<file path="config.mk">
export PLATFORM = sky130hd
export DESIGN_NAME = transport_stream_output_port
export DESIGN_NICKNAME = d
export VERILOG_FILES = /design/src/rtl/ts_out_pkg.sv /design/src/rtl/transport_stream_output_port.sv
export SDC_FILE = /design/constraint.sdc
export NUM_CORES = 1
export LEC_CHECK = 0
export ABC_AREA = 1
export BUFFER_PORTS_ARGS = -buffer_cell sky130_fd_sc_hd__buf_2
export CAP_MARGIN = 0
export CORE_AREA = 3 3 124 173
export DETAILED_ROUTE_END_ITERATION = 7
export DIE_AREA = 0 0 127 176
export GPL_ROUTABILITY_DRIVEN = 0
export GPL_TIMING_DRIVEN = 0
export PLACE_DENSITY = 0.6
export SLEW_MARGIN = 20
export SYNTH_ARGS = -nofsm -noshare
export SYNTH_HDL_FRONTEND = slang
export SYNTH_SLANG_ARGS = --single-unit
</file>
<file path="constraint.sdc">
create_clock -name mclk -period 10.2 [get_ports mclk]
set_clock_uncertainty 0.15 [all_clocks]
set_input_delay 1.02 -clock mclk [delete_from_list [all_inputs] [get_ports mclk]]
set_output_delay 1.02 -clock mclk [all_outputs]
set_load 0.02 [all_outputs]
</file>
<file path="src/rtl/ts_out_pkg.sv">
// shared constants, register map and carrier types of the stream output port
// assumes a 32-bit APB slave with word-aligned registers
package ts_out_pkg;

  // register byte offsets
  localparam logic [11:0] CTRL_OFS = 12'h000;
  localparam logic [11:0] DIV_OFS = 12'h004;
  localparam logic [11:0] STAT_OFS = 12'h008;
  localparam logic [11:0] PKTCNT_OFS = 12'h00C;

  // reset values
  localparam logic [7:0] CTRL_RESET = 8'h00;
  localparam logic [7:0] DIV_RESET = 8'h07;

  // status field positions
  localparam int unsigned STAT_BUSY_BIT = 0;
  localparam int unsigned STAT_STALL_BIT = 1;
  localparam int unsigned STAT_RED_BIT = 2;
  localparam int unsigned STAT_BYTE_LSB = 8;

  // packet framing
  localparam int unsigned PKT_BYTES = 188;
  localparam logic [7:0] PKT_LAST = 8'(PKT_BYTES - 1);
  localparam int unsigned BITS_PER_BYTE = 8;
  localparam logic [2:0] BIT_LAST = 3'h7;
  localparam logic [3:0] MARK_SERIAL_LEN = 4'h8;
  localparam logic [3:0] MARK_PAR_LEN = 4'h1;
  localparam int unsigned RED_BYTES_DEFAULT = 20;

  typedef enum logic [1:0] {
    ST_IDLE = 2'b00,
    ST_PACKET = 2'b01,
    ST_REDUND = 2'b11
  } fmt_state_t;

  // control register layout, bit 0 is enable
  typedef struct packed {
    logic errInv;
    logic strobeInv;
    logic markInv;
    logic clkInv;
    logic launchRise;
    logic redund;
    logic serial;
    logic enable;
  } cfg_t;

  typedef struct packed {
    logic first;
    logic error;
    logic [7:0] data;
  } src_t;

  typedef struct packed {
    logic streamClockOut;
    logic firstByteMarker;
    logic payloadValidStrobe;
    logic packetErrorFlag;
    logic serialStreamOut;
    logic [7:0] parallelStreamBus;
  } pins_t;

endpackage : ts_out_pkg

</file>
<file path="src/rtl/transport_stream_output_port.sv">
// transport stream output formatter: bytes in, framed stream pins out
// assumes a byte source on mclk with valid/ready and an APB master on mclk
//
// Overview of operation
// Polarity of stream clock, marker, valid strobe and error flag is set.
// Outputs launch on the falling stream clock edge unless rising is set.
// Each packet carries exactly 188 data bytes.
// Data-only framings keep the valid strobe asserted all the time.
// An errored packet shows the error flag from its first unit to its last.
// Serial framings hold the marker for the eight bits of the first byte.
// Redundancy framings assert the strobe only over the 188 packet bytes.
// Parallel framings put one byte per stream clock on the 8-bit bus.
// Serial framings put one bit per stream clock on the serial output.
// Reset is active low, asynchronous, with a synchronised release.
// The reset source holds reset low 1 ms after supplies are stable.
// The reset source holds reset low 1 us after clocks are stable.
// The reference clock is 4 MHz or 25 MHz, 4 MHz from a clock source.
// Parallel framings hold the marker for one stream clock, first byte.
//
// The APB interface to the registers and the address map are this design's own decisions.
`timescale 1ns/1ps
module transport_stream_output_port #(
  parameter int unsigned RED_BYTES = ts_out_pkg::RED_BYTES_DEFAULT
) (
  input wire logic mclk,
  input wire logic nrst,
  input wire logic psel,
  input wire logic penable,
  input wire logic pwrite,
  input wire logic [11:0] paddr,
  input wire logic [31:0] pwdata,
  output logic [31:0] prdata,
  output logic pready,
  output logic pslverr,
  input wire logic srcValid,
  input wire ts_out_pkg::src_t srcWord,
  output logic srcReady,
  output ts_out_pkg::pins_t tsOut
);

  logic rstMeta;
  logic rstn;
  ts_out_pkg::cfg_t cfg;
  logic [7:0] divReg;
  logic [15:0] pktCnt;
  ts_out_pkg::fmt_state_t state;
  logic sclk;
  logic [7:0] halfCnt;
  logic [7:0] byteCnt;
  logic [2:0] bitIdx;
  logic [11:0] redCnt;
  logic [7:0] shiftReg;
  logic markAct;
  logic errAct;
  logic tick;
  logic isLaunch;
  logic lastUnit;
  logic pktDone;
  logic redDone;
  logic wantFirst;
  logic wantNext;
  logic needByte;
  logic avail;
  logic stall;
  logic go;
  logic take;
  logic startPkt;
  logic nextByte;
  logic shiftBit;
  logic enterRed;
  logic inPkt;
  logic strobeAct;
  logic [11:0] redLast;
  logic [31:0] next_prdata;

  // reset release passes two flops so no flop leaves reset mid-cycle
  always_ff @(posedge mclk or negedge nrst) begin
    if (!nrst) begin
      rstMeta <= 1'b0;
      rstn <= 1'b0;
    end else begin
      rstMeta <= 1'b1;
      rstn <= rstMeta;
    end
  end

  function automatic logic mapped(input logic [11:0] a);
    mapped = (a == ts_out_pkg::CTRL_OFS) || (a == ts_out_pkg::DIV_OFS) ||
             (a == ts_out_pkg::STAT_OFS) || (a == ts_out_pkg::PKTCNT_OFS);
  endfunction : mapped

  // configuration registers; change them only while disabled
  always_ff @(posedge mclk or negedge rstn) begin
    if (!rstn) begin
      cfg <= ts_out_pkg::cfg_t'(ts_out_pkg::CTRL_RESET);
      divReg <= ts_out_pkg::DIV_RESET;
    end else if (psel && penable && pwrite) begin
      if (paddr == ts_out_pkg::CTRL_OFS) begin
        cfg <= ts_out_pkg::cfg_t'(pwdata[7:0]);
      end
      if (paddr == ts_out_pkg::DIV_OFS) begin
        divReg <= pwdata[7:0];
      end
    end
  end

  always_comb begin
    next_prdata = 32'h0000_0000;
    unique case (paddr)
      ts_out_pkg::CTRL_OFS: next_prdata[7:0] = cfg;
      ts_out_pkg::DIV_OFS: next_prdata[7:0] = divReg;
      ts_out_pkg::STAT_OFS: begin
        next_prdata[ts_out_pkg::STAT_BUSY_BIT] =
          (state != ts_out_pkg::ST_IDLE);
        next_prdata[ts_out_pkg::STAT_STALL_BIT] = stall;
        next_prdata[ts_out_pkg::STAT_RED_BIT] =
          (state == ts_out_pkg::ST_REDUND);
        next_prdata[ts_out_pkg::STAT_BYTE_LSB +: 8] = byteCnt;
      end
      ts_out_pkg::PKTCNT_OFS: next_prdata[15:0] = pktCnt;
      default: next_prdata = 32'h0000_0000;
    endcase
  end

  // read data captured in the setup cycle, held through the access cycle
  always_ff @(posedge mclk or negedge rstn) begin
    if (!rstn) begin
      prdata <= 32'h0000_0000;
    end else if (psel && !penable && !pwrite) begin
      prdata <= next_prdata;
    end
  end

  assign pready = 1'b1;
  assign pslverr = psel && penable && !mapped(paddr);

  // launch decode; a missing byte freezes the stream clock before its edge
  assign tick = cfg.enable && (halfCnt >= divReg);
  assign isLaunch = tick && ((~(sclk ^ cfg.clkInv)) == cfg.launchRise);
  assign inPkt = (state == ts_out_pkg::ST_PACKET);
  assign lastUnit = !cfg.serial || (bitIdx == ts_out_pkg::BIT_LAST);
  assign pktDone = inPkt && lastUnit &&
                   (byteCnt == ts_out_pkg::PKT_LAST);
  assign redLast = cfg.serial ? 12'(RED_BYTES * ts_out_pkg::BITS_PER_BYTE - 1)
                              : 12'(RED_BYTES - 1);
  assign redDone = (state == ts_out_pkg::ST_REDUND) && (redCnt == redLast);
  assign wantFirst = (state == ts_out_pkg::ST_IDLE) ||
                     (pktDone && !cfg.redund) || redDone;
  assign wantNext = inPkt && lastUnit && (byteCnt != ts_out_pkg::PKT_LAST);
  assign needByte = wantFirst || wantNext;
  assign avail = srcValid && (wantNext || srcWord.first);
  assign stall = isLaunch && needByte && !avail;
  assign go = isLaunch && !stall;
  assign take = go && needByte;
  assign startPkt = take && wantFirst;
  assign nextByte = take && wantNext;
  assign shiftBit = go && inPkt && !lastUnit;
  assign enterRed = go && pktDone && cfg.redund;
  // a stray non-first byte is dropped while a packet start is awaited
  assign srcReady = take || (wantFirst && srcValid && !srcWord.first);

  always_ff @(posedge mclk or negedge rstn) begin
    if (!rstn) begin
      sclk <= 1'b0;
      halfCnt <= 8'h00;
    end else if (!cfg.enable) begin
      sclk <= 1'b0;
      halfCnt <= 8'h00;
    end else if (!stall) begin
      if (tick) begin
        sclk <= ~sclk;
        halfCnt <= 8'h00;
      end else begin
        halfCnt <= halfCnt + 8'h01;
      end
    end
  end

  always_ff @(posedge mclk or negedge rstn) begin
    if (!rstn) begin
      state <= ts_out_pkg::ST_IDLE;
    end else if (!cfg.enable) begin
      state <= ts_out_pkg::ST_IDLE;
    end else if (startPkt) begin
      state <= ts_out_pkg::ST_PACKET;
    end else if (enterRed) begin
      state <= ts_out_pkg::ST_REDUND;
    end
  end

  always_ff @(posedge mclk or negedge rstn) begin
    if (!rstn) begin
      byteCnt <= 8'h00;
      bitIdx <= 3'h0;
      shiftReg <= 8'h00;
    end else if (startPkt) begin
      byteCnt <= 8'h00;
      bitIdx <= 3'h0;
      shiftReg <= srcWord.data;
    end else if (nextByte) begin
      byteCnt <= byteCnt + 8'h01;
      bitIdx <= 3'h0;
      shiftReg <= srcWord.data;
    end else if (shiftBit) begin
      bitIdx <= bitIdx + 3'h1;
      shiftReg <= {shiftReg[6:0], 1'b0};
    end
  end

  always_ff @(posedge mclk or negedge rstn) begin
    if (!rstn) begin
      redCnt <= 12'h000;
    end else if (enterRed) begin
      redCnt <= 12'h000;
    end else if (go && (state == ts_out_pkg::ST_REDUND) && !redDone) begin
      redCnt <= redCnt + 12'h001;
    end
  end

  // marker drops at the next byte load: one clock parallel, eight serial
  always_ff @(posedge mclk or negedge rstn) begin
    if (!rstn) begin
      markAct <= 1'b0;
      errAct <= 1'b0;
    end else if (startPkt) begin
      markAct <= 1'b1;
      errAct <= srcWord.error;
    end else if (nextByte) begin
      markAct <= 1'b0;
    end else if (enterRed) begin
      markAct <= 1'b0;
      errAct <= 1'b0;
    end
  end

  always_ff @(posedge mclk or negedge rstn) begin
    if (!rstn) begin
      pktCnt <= 16'h0000;
    end else if (go && pktDone) begin
      pktCnt <= pktCnt + 16'h0001;
    end
  end

  assign strobeAct = cfg.enable && (!cfg.redund || inPkt);

  // one register stage keeps every pin aligned with the stream clock pin
  always_ff @(posedge mclk or negedge rstn) begin
    if (!rstn) begin
      tsOut <= '0;
    end else begin
      tsOut.streamClockOut <= sclk ^ cfg.clkInv;
      tsOut.firstByteMarker <= (inPkt && markAct) ^ cfg.markInv;
      tsOut.payloadValidStrobe <= strobeAct ^ cfg.strobeInv;
      tsOut.packetErrorFlag <= (inPkt && errAct) ^ cfg.errInv;
      tsOut.serialStreamOut <= inPkt && cfg.serial && shiftReg[7];
      tsOut.parallelStreamBus <= (inPkt && !cfg.serial) ? shiftReg
                                                       : 8'h00;
    end
  end

  // helpers read only by the checks below
  logic [8:0] seen;
  logic [3:0] markLen;
  logic markVis;
  assign markVis = inPkt && markAct;

  always_ff @(posedge mclk or negedge rstn) begin
    if (!rstn) begin
      seen <= 9'h000;
    end else if (!cfg.enable) begin
      seen <= 9'h000;
    end else if (startPkt) begin
      seen <= 9'h001;
    end else if (nextByte) begin
      seen <= seen + 9'h001;
    end
  end

  always_ff @(posedge mclk or negedge rstn) begin
    if (!rstn) begin
      markLen <= 4'h0;
    end else if (startPkt) begin
      markLen <= 4'h0;
    end else if (go && markVis && (markLen != 4'hF)) begin
      markLen <= markLen + 4'h1;
    end
  end
endmodule : transport_stream_output_port

</file>
# [Word-level counts from Yosys, hierarchy flattened]
# Cells that the tools add are included.
[classes] eq_ne=14 n_mux=29 bitwise_logic=6 reduce_logical=65 add_sub_neg=5 magnitude_cmp=1
[op_table] op="$mux 8" count=10
[op_table] op="$logic_and 1x1->1" count=33
[op_table] op="$eq 12x4->1 const B" count=2
[op_table] op="$mux 12" count=2
[op_table] op="$add 16x1->16 const B" count=1
[op_table] op="$add 8x1->8 const B" count=2
[op_table] op="$pmux 8 s2" count=1
[op_table] op="$pmux 5 s3" count=1
[op_table] op="$add 12x1->12 const B" count=1
[op_table] op="$eq 12x3->1 const B" count=1
[op_table] op="$eq 12x8->1" count=1
[op_table] op="$logic_not 12->1" count=1
[op_table] op="$pmux 3 s4" count=1
[op_table] op="$logic_not 1->1" count=10
[op_table] op="$logic_or 1x1->1" count=10
[op_table] op="$mux 3" count=3
[op_table] op="$eq 8x8->1 const B" count=1
[op_table] op="$ge 8x8->1" count=1
[op_table] op="$mux 1" count=8
[op_table] op="$ne 8x8->1 const B" count=1
[op_table] op="$reduce_and 2->1" count=4
[op_table] op="$reduce_bool 2->1" count=4
[op_table] op="$mux 2" count=3
[op_table] op="$reduce_bool 3->1" count=2
[op_table] op="11 further kinds" count=16
[totals] in_bits=60 ff_bits=107 out_inout_bits=48 word_cells=148

# [Longest topological paths before layout]
[logic_depth] word_depth=17 depth_mapped=19 depth_no_buf=18

# [Least setup slack after synthesis]
# No wires, ideal clock.
[synth_timing] path_kind="flip-flop to output port" start="register divReg[2]" end="output port srcReady" path_stages_with_launch=14 required_ns=9.030 setup_slack_ns=7.070 t_arrival_ns=1.960 path_buffers=1 path_cell_list="dfstp_2 -> inv_1 -> ha_1 -> nand2_1 -> nor2_1 -> nor2_1 -> nand2_1 -> nand2_1 -> nand2_1 -> nand2_2 -> clkinv_2 -> nand3_2 -> buf_2 -> nand2_1"
[synth_via] elab_chain_cells=9
[synth_rtl] element="start: declaration" line_no="transport_stream_output_port.sv:44" text="logic [7:0] divReg;"
[synth_rtl] element="start signal: assignment" line_no="transport_stream_output_port.sv:96" text="divReg <= ts_out_pkg::DIV_RESET;"
[synth_rtl] element="start signal: assignment" line_no="transport_stream_output_port.sv:102" text="divReg <= pwdata[7:0];"
[synth_rtl] element="$ge 8x8->1 *" line_no="transport_stream_output_port.sv:138" text="assign tick = cfg.enable && (halfCnt >= divReg);"
[synth_rtl] element="$logic_and 1x1->1 *" line_no="transport_stream_output_port.sv:138"
[synth_rtl] element="$logic_and 1x1->1 *" line_no="transport_stream_output_port.sv:139" text="assign isLaunch = tick && ((~(sclk ^ cfg.clkInv)) == cfg.launchRise);"
[synth_rtl] element="$logic_and 1x1->1 (2 in series)" line_no="transport_stream_output_port.sv:152" text="assign stall = isLaunch && needByte && !avail;"
[synth_rtl] element="$logic_not 1->1"
[synth_rtl] element="$logic_and 1x1->1 *" line_no="transport_stream_output_port.sv:153" text="assign go = isLaunch && !stall;"
[synth_rtl] element="$logic_and 1x1->1 *" line_no="transport_stream_output_port.sv:154" text="assign take = go && needByte;"
[synth_rtl] element="$logic_or 1x1->1 *" line_no="transport_stream_output_port.sv:160" text="assign srcReady = take || (wantFirst && srcValid && !srcWord.first);"
[synth_rtl] element="end: declaration" line_no="transport_stream_output_port.sv:37" text="output logic srcReady,"
# Every way passes the cells marked *; elsewhere a longest branch is shown, timed or not.

# [Worst setup path in the final report]
[layout_timing] start="register divReg[1]" end="output port srcReady"
# The elaborated chain is that of the path after synthesis.

==> results.py <==
metrics = {
    "route": {
        "drt_iter0_drc": 285,
        "routed_wl_um": 14700,
        "drt-pass1-iter-count": 4,
        "vias": 4900,
        "vias_per_cell": 4.55,
        "drc_errors": 0,
        "ant_nets": 0,
        "wl_per_cell_um": 13.7,
    },
    "timing": {
        "holdWs_ns": 0.148,
        "fmax_mhz": 260,
        "slew_viol_final": 0,
        "finalSetupViolCount": 0,
        "min_period_ns": 3.84,
        "rsz0062_at_grt": "false",
        "worst_slack_ns": 6.36,
        "finalHoldViolations": 0,
        "setup_tns_ns": 0,
        "worst_slew_pin_slew_ns": 0.685,
        "slew_headroom_pct": 54.0,
        "fin_crit_sh_pct": 37.7,
    },
    "worst_setup_path": {
        "critPathTopFamily": "simple AND/OR/NAND/NOR gates",
        "r2r-start": "divReg[1]",
        "crit_buf_inv": 4,
        "rr_worst_depth": 15,
        "arrival_ns": 2.67,
        "cp.depth": 14,
        "critical_path.slowest_cell": "dfstp_2",
        "worstSetupPathType": "reg2out",
        "cp_max_fo": 10,
        "crit_chain": "inv_1 > ha_1 > nand2_1 > nor2_1 > nor2_1 > nand2_1 > nand2_1 > nand2_1 > nand2_2 > clkinv_2 > nand3_2 > buf_2 > nand2_1 > buf_2",
        "cp-startpoint": "divReg[1]",
        "cp-end-kind": "primary output",
        "cpPeakStageDelay_ns": 0.53,
        "cp-start-kind": "register",
        "crit_top_cell": "nand2_1",
        "cp.required_ns": 9.03,
    },
    "clocking": {
        "cts_made_buffers": 9,
        "post-cts-setup-buffers": 0,
        "cts-root-buf": "clkbuf_16",
        "clk_latency_ns": 0.36,
        "cts.sinks": 107,
        "cts_tree": "yes",
        "cts_buffer_depth": 2,
        "hold_buffers": 0,
        "htreeDepth": 3,
        "clk_pin_slew_ns": 0.07,
        "ctsResizeCount": 0,
    },
    "floorplan": {
        "fp.dieW_um": 127,
        "rows": 61,
        "core_sq_um": 20000,
        "floorplan.initialDensity_pct": 29.8,
        "pin_count": 108,
        "fp.dieH_um": 176,
        "die_area_sq_um": 22400,
    },
    "logic_synthesis": {
        "yosysSeqAreaShare_pct": 45.0,
        "syn_avg_cell_area_sq_um": 8.20,
        "yosysWarnings": 0,
        "synth_seq_cells": 107,
        "synth.distinct_cells": 43,
        "syn_inst": 726,
        "synth_area_sq_um": 5960,
    },
    "final_layout": {
        "nets": 895,
        "fill_cells": 2130,
        "layout-drive-gt1-share_pct": 17.7,
        "postLayoutCoreUtil_pct": 35.0,
        "synthToLayoutAreaGrowth_pct": 17.6,
        "diodes": 0,
    },
    "placement": {
        "portBuffers": 66,
        "place_hpwl_um": 11600,
        "place_ws_ns": 6.50,
    },
    "run_status": {
        "outcome": "complete, no violations",
    },
    "job": {
        "maxCapViolCount": 0,
    },
    "min_path": {
        "hold_class": "reg2async",
    },
    "grt": {
        "grt_antenna_before_repair": 0,
        "grt_pass1_wl_um": 24500,
        "overflow": 0,
        "grt_start_max_net_pins": 38,
        "grt_pass1_vias": 4828,
        "track_usage_pct": 13.6,
    },
    "power": {
        "power_density_nw_per_um2": 120,
        "vdd_ir_drop_max_v": 0.0000792,
        "p_leak_nw": 3.36,
    },
}
==> through the flow <==
stage,cells,area [sq um],power [mW]
final,1078,7000,0.837
after global routing,1078,7000,0.867
after CTS,1078,7000,0.845
after detailed placement,1062,6710,0.495
after global placement,1060,6660,0.492
after floorplan,742,6020,0.474
==> where the power goes <==
| group | switching (mW) | leakage, nW | internal, mW |
|---|---|---|---|
| Sequential | 0.00565 | 1.41 | 0.429 |
| Combinational | 0.0307 | 1.81 | 0.0198 |
| Clock | 0.169 | 0.140 | 0.182 |
| Total | 0.206 | 3.36 | 0.632 |
==> cell families (layout without fill, tap and decap cells) <==
family                     after synthesis  count (layout)  synth area share (%)
AOI/OAI and AO/OA                       83              83                  8.53
and+or+nand+nor                        348             348                  27.7
xor gates and xnor gates                34              34                  5.13
DFF                                    107             107                  45.0
buffers and inverters                  138             222                  10.6
adders and majority gates               14              14                  2.94
other                                    2              18                 0.126
==> routing by layer <==
layer / share of wire (%) / GRT usage (%) / up-vias
met5: 0 / 0 / -
met4: 1.8 / 4.96 / 0
met3: 3.0 / 1.36 / 15
met2: 52 / 24.7 / 86
met1: 43 / 16.5 / 2283
li1: - / - / 2516
==> Yosys cell counts, drive strengths merged <==
cell type    n  area [sq um]
a21boi       1          18.8
a211oi       1          7.51
and3         1          6.26
xor2        31           279
dfrtp      104          2600
ha          14           175
xnor2        3          26.3
conb         2          7.51
buf         31           224
o221ai       8          70.1
o22ai        9          56.3
o21a        10          76.3
or2          2          12.5
nor2        47           204
nand3b      12          90.1
dfstp        3          78.8
o31ai        2          15.0
nor4         5          31.3
nand3       75           398
clkbuf       5          18.8
o32ai        1          8.76
clkinv       1          5.00
inv        101           382
nand2      169           664
nor3        23           125
nand4       14           118
o21ai       43           215
a21oi        8          40.0
==> sequential cells by signal (all words and copies together) (netlist names) <==
register / cells
pktCnt: 16
prdata: 16
tsOut: 13
redCnt: 12
byteCnt: 8
cfg: 8
divReg: 8
halfCnt: 8
shiftReg: 8
bitIdx: 3
state: 2
errAct: 1
markAct: 1
rstMeta: 1
rstn: 1
sclk: 1
==> final cells by class <==
class / instances / area (sq um) / area share [%]
inverters: 102 / 387 / 5.52
multi-input cells: 497 / 2710 / 38.6
repair buffers: 68 / 370 / 5.29
clock buffers: 11 / 253 / 3.61
clock inverters: 5 / 43.8 / 0.625
well taps: 252 / 315 / 4.50
flip-flops and latches: 107 / 2690 / 38.3
plain buffers: 36 / 243 / 3.47
==> worst paths after layout <==
| check | slack [ns] | endpoint |
|---|---|---|
| max | 6.36 | srcReady |
| min | 0.15 | redCnt[6] |
| max reg2reg | 7.66 | byteCnt[5] |
| min reg2reg | 0.15 | redCnt[6] |
| max in group asynchronous | 9.13 | divReg[2] |
| min in group mclk | 0.20 | rstn |
==> placed cells by master (no fill, tap or decap), types with 8 or more instances in the layout <==
cell type  count
a21oi_1        8
buf_2         74
buf_4         20
clkbuf_16      9
conb_1        18
dfrtp_1      103
ha_1          14
inv_1         98
nand2_1      163
nand3_1       72
nand3b_1      12
nand4_1       12
nor2_1        42
nor3_1        21
o21a_1         9
o21ai_0       39
o221ai_1       8
o22ai_1        9
xor2_1        30
Power figures use the tool's default switching activity.
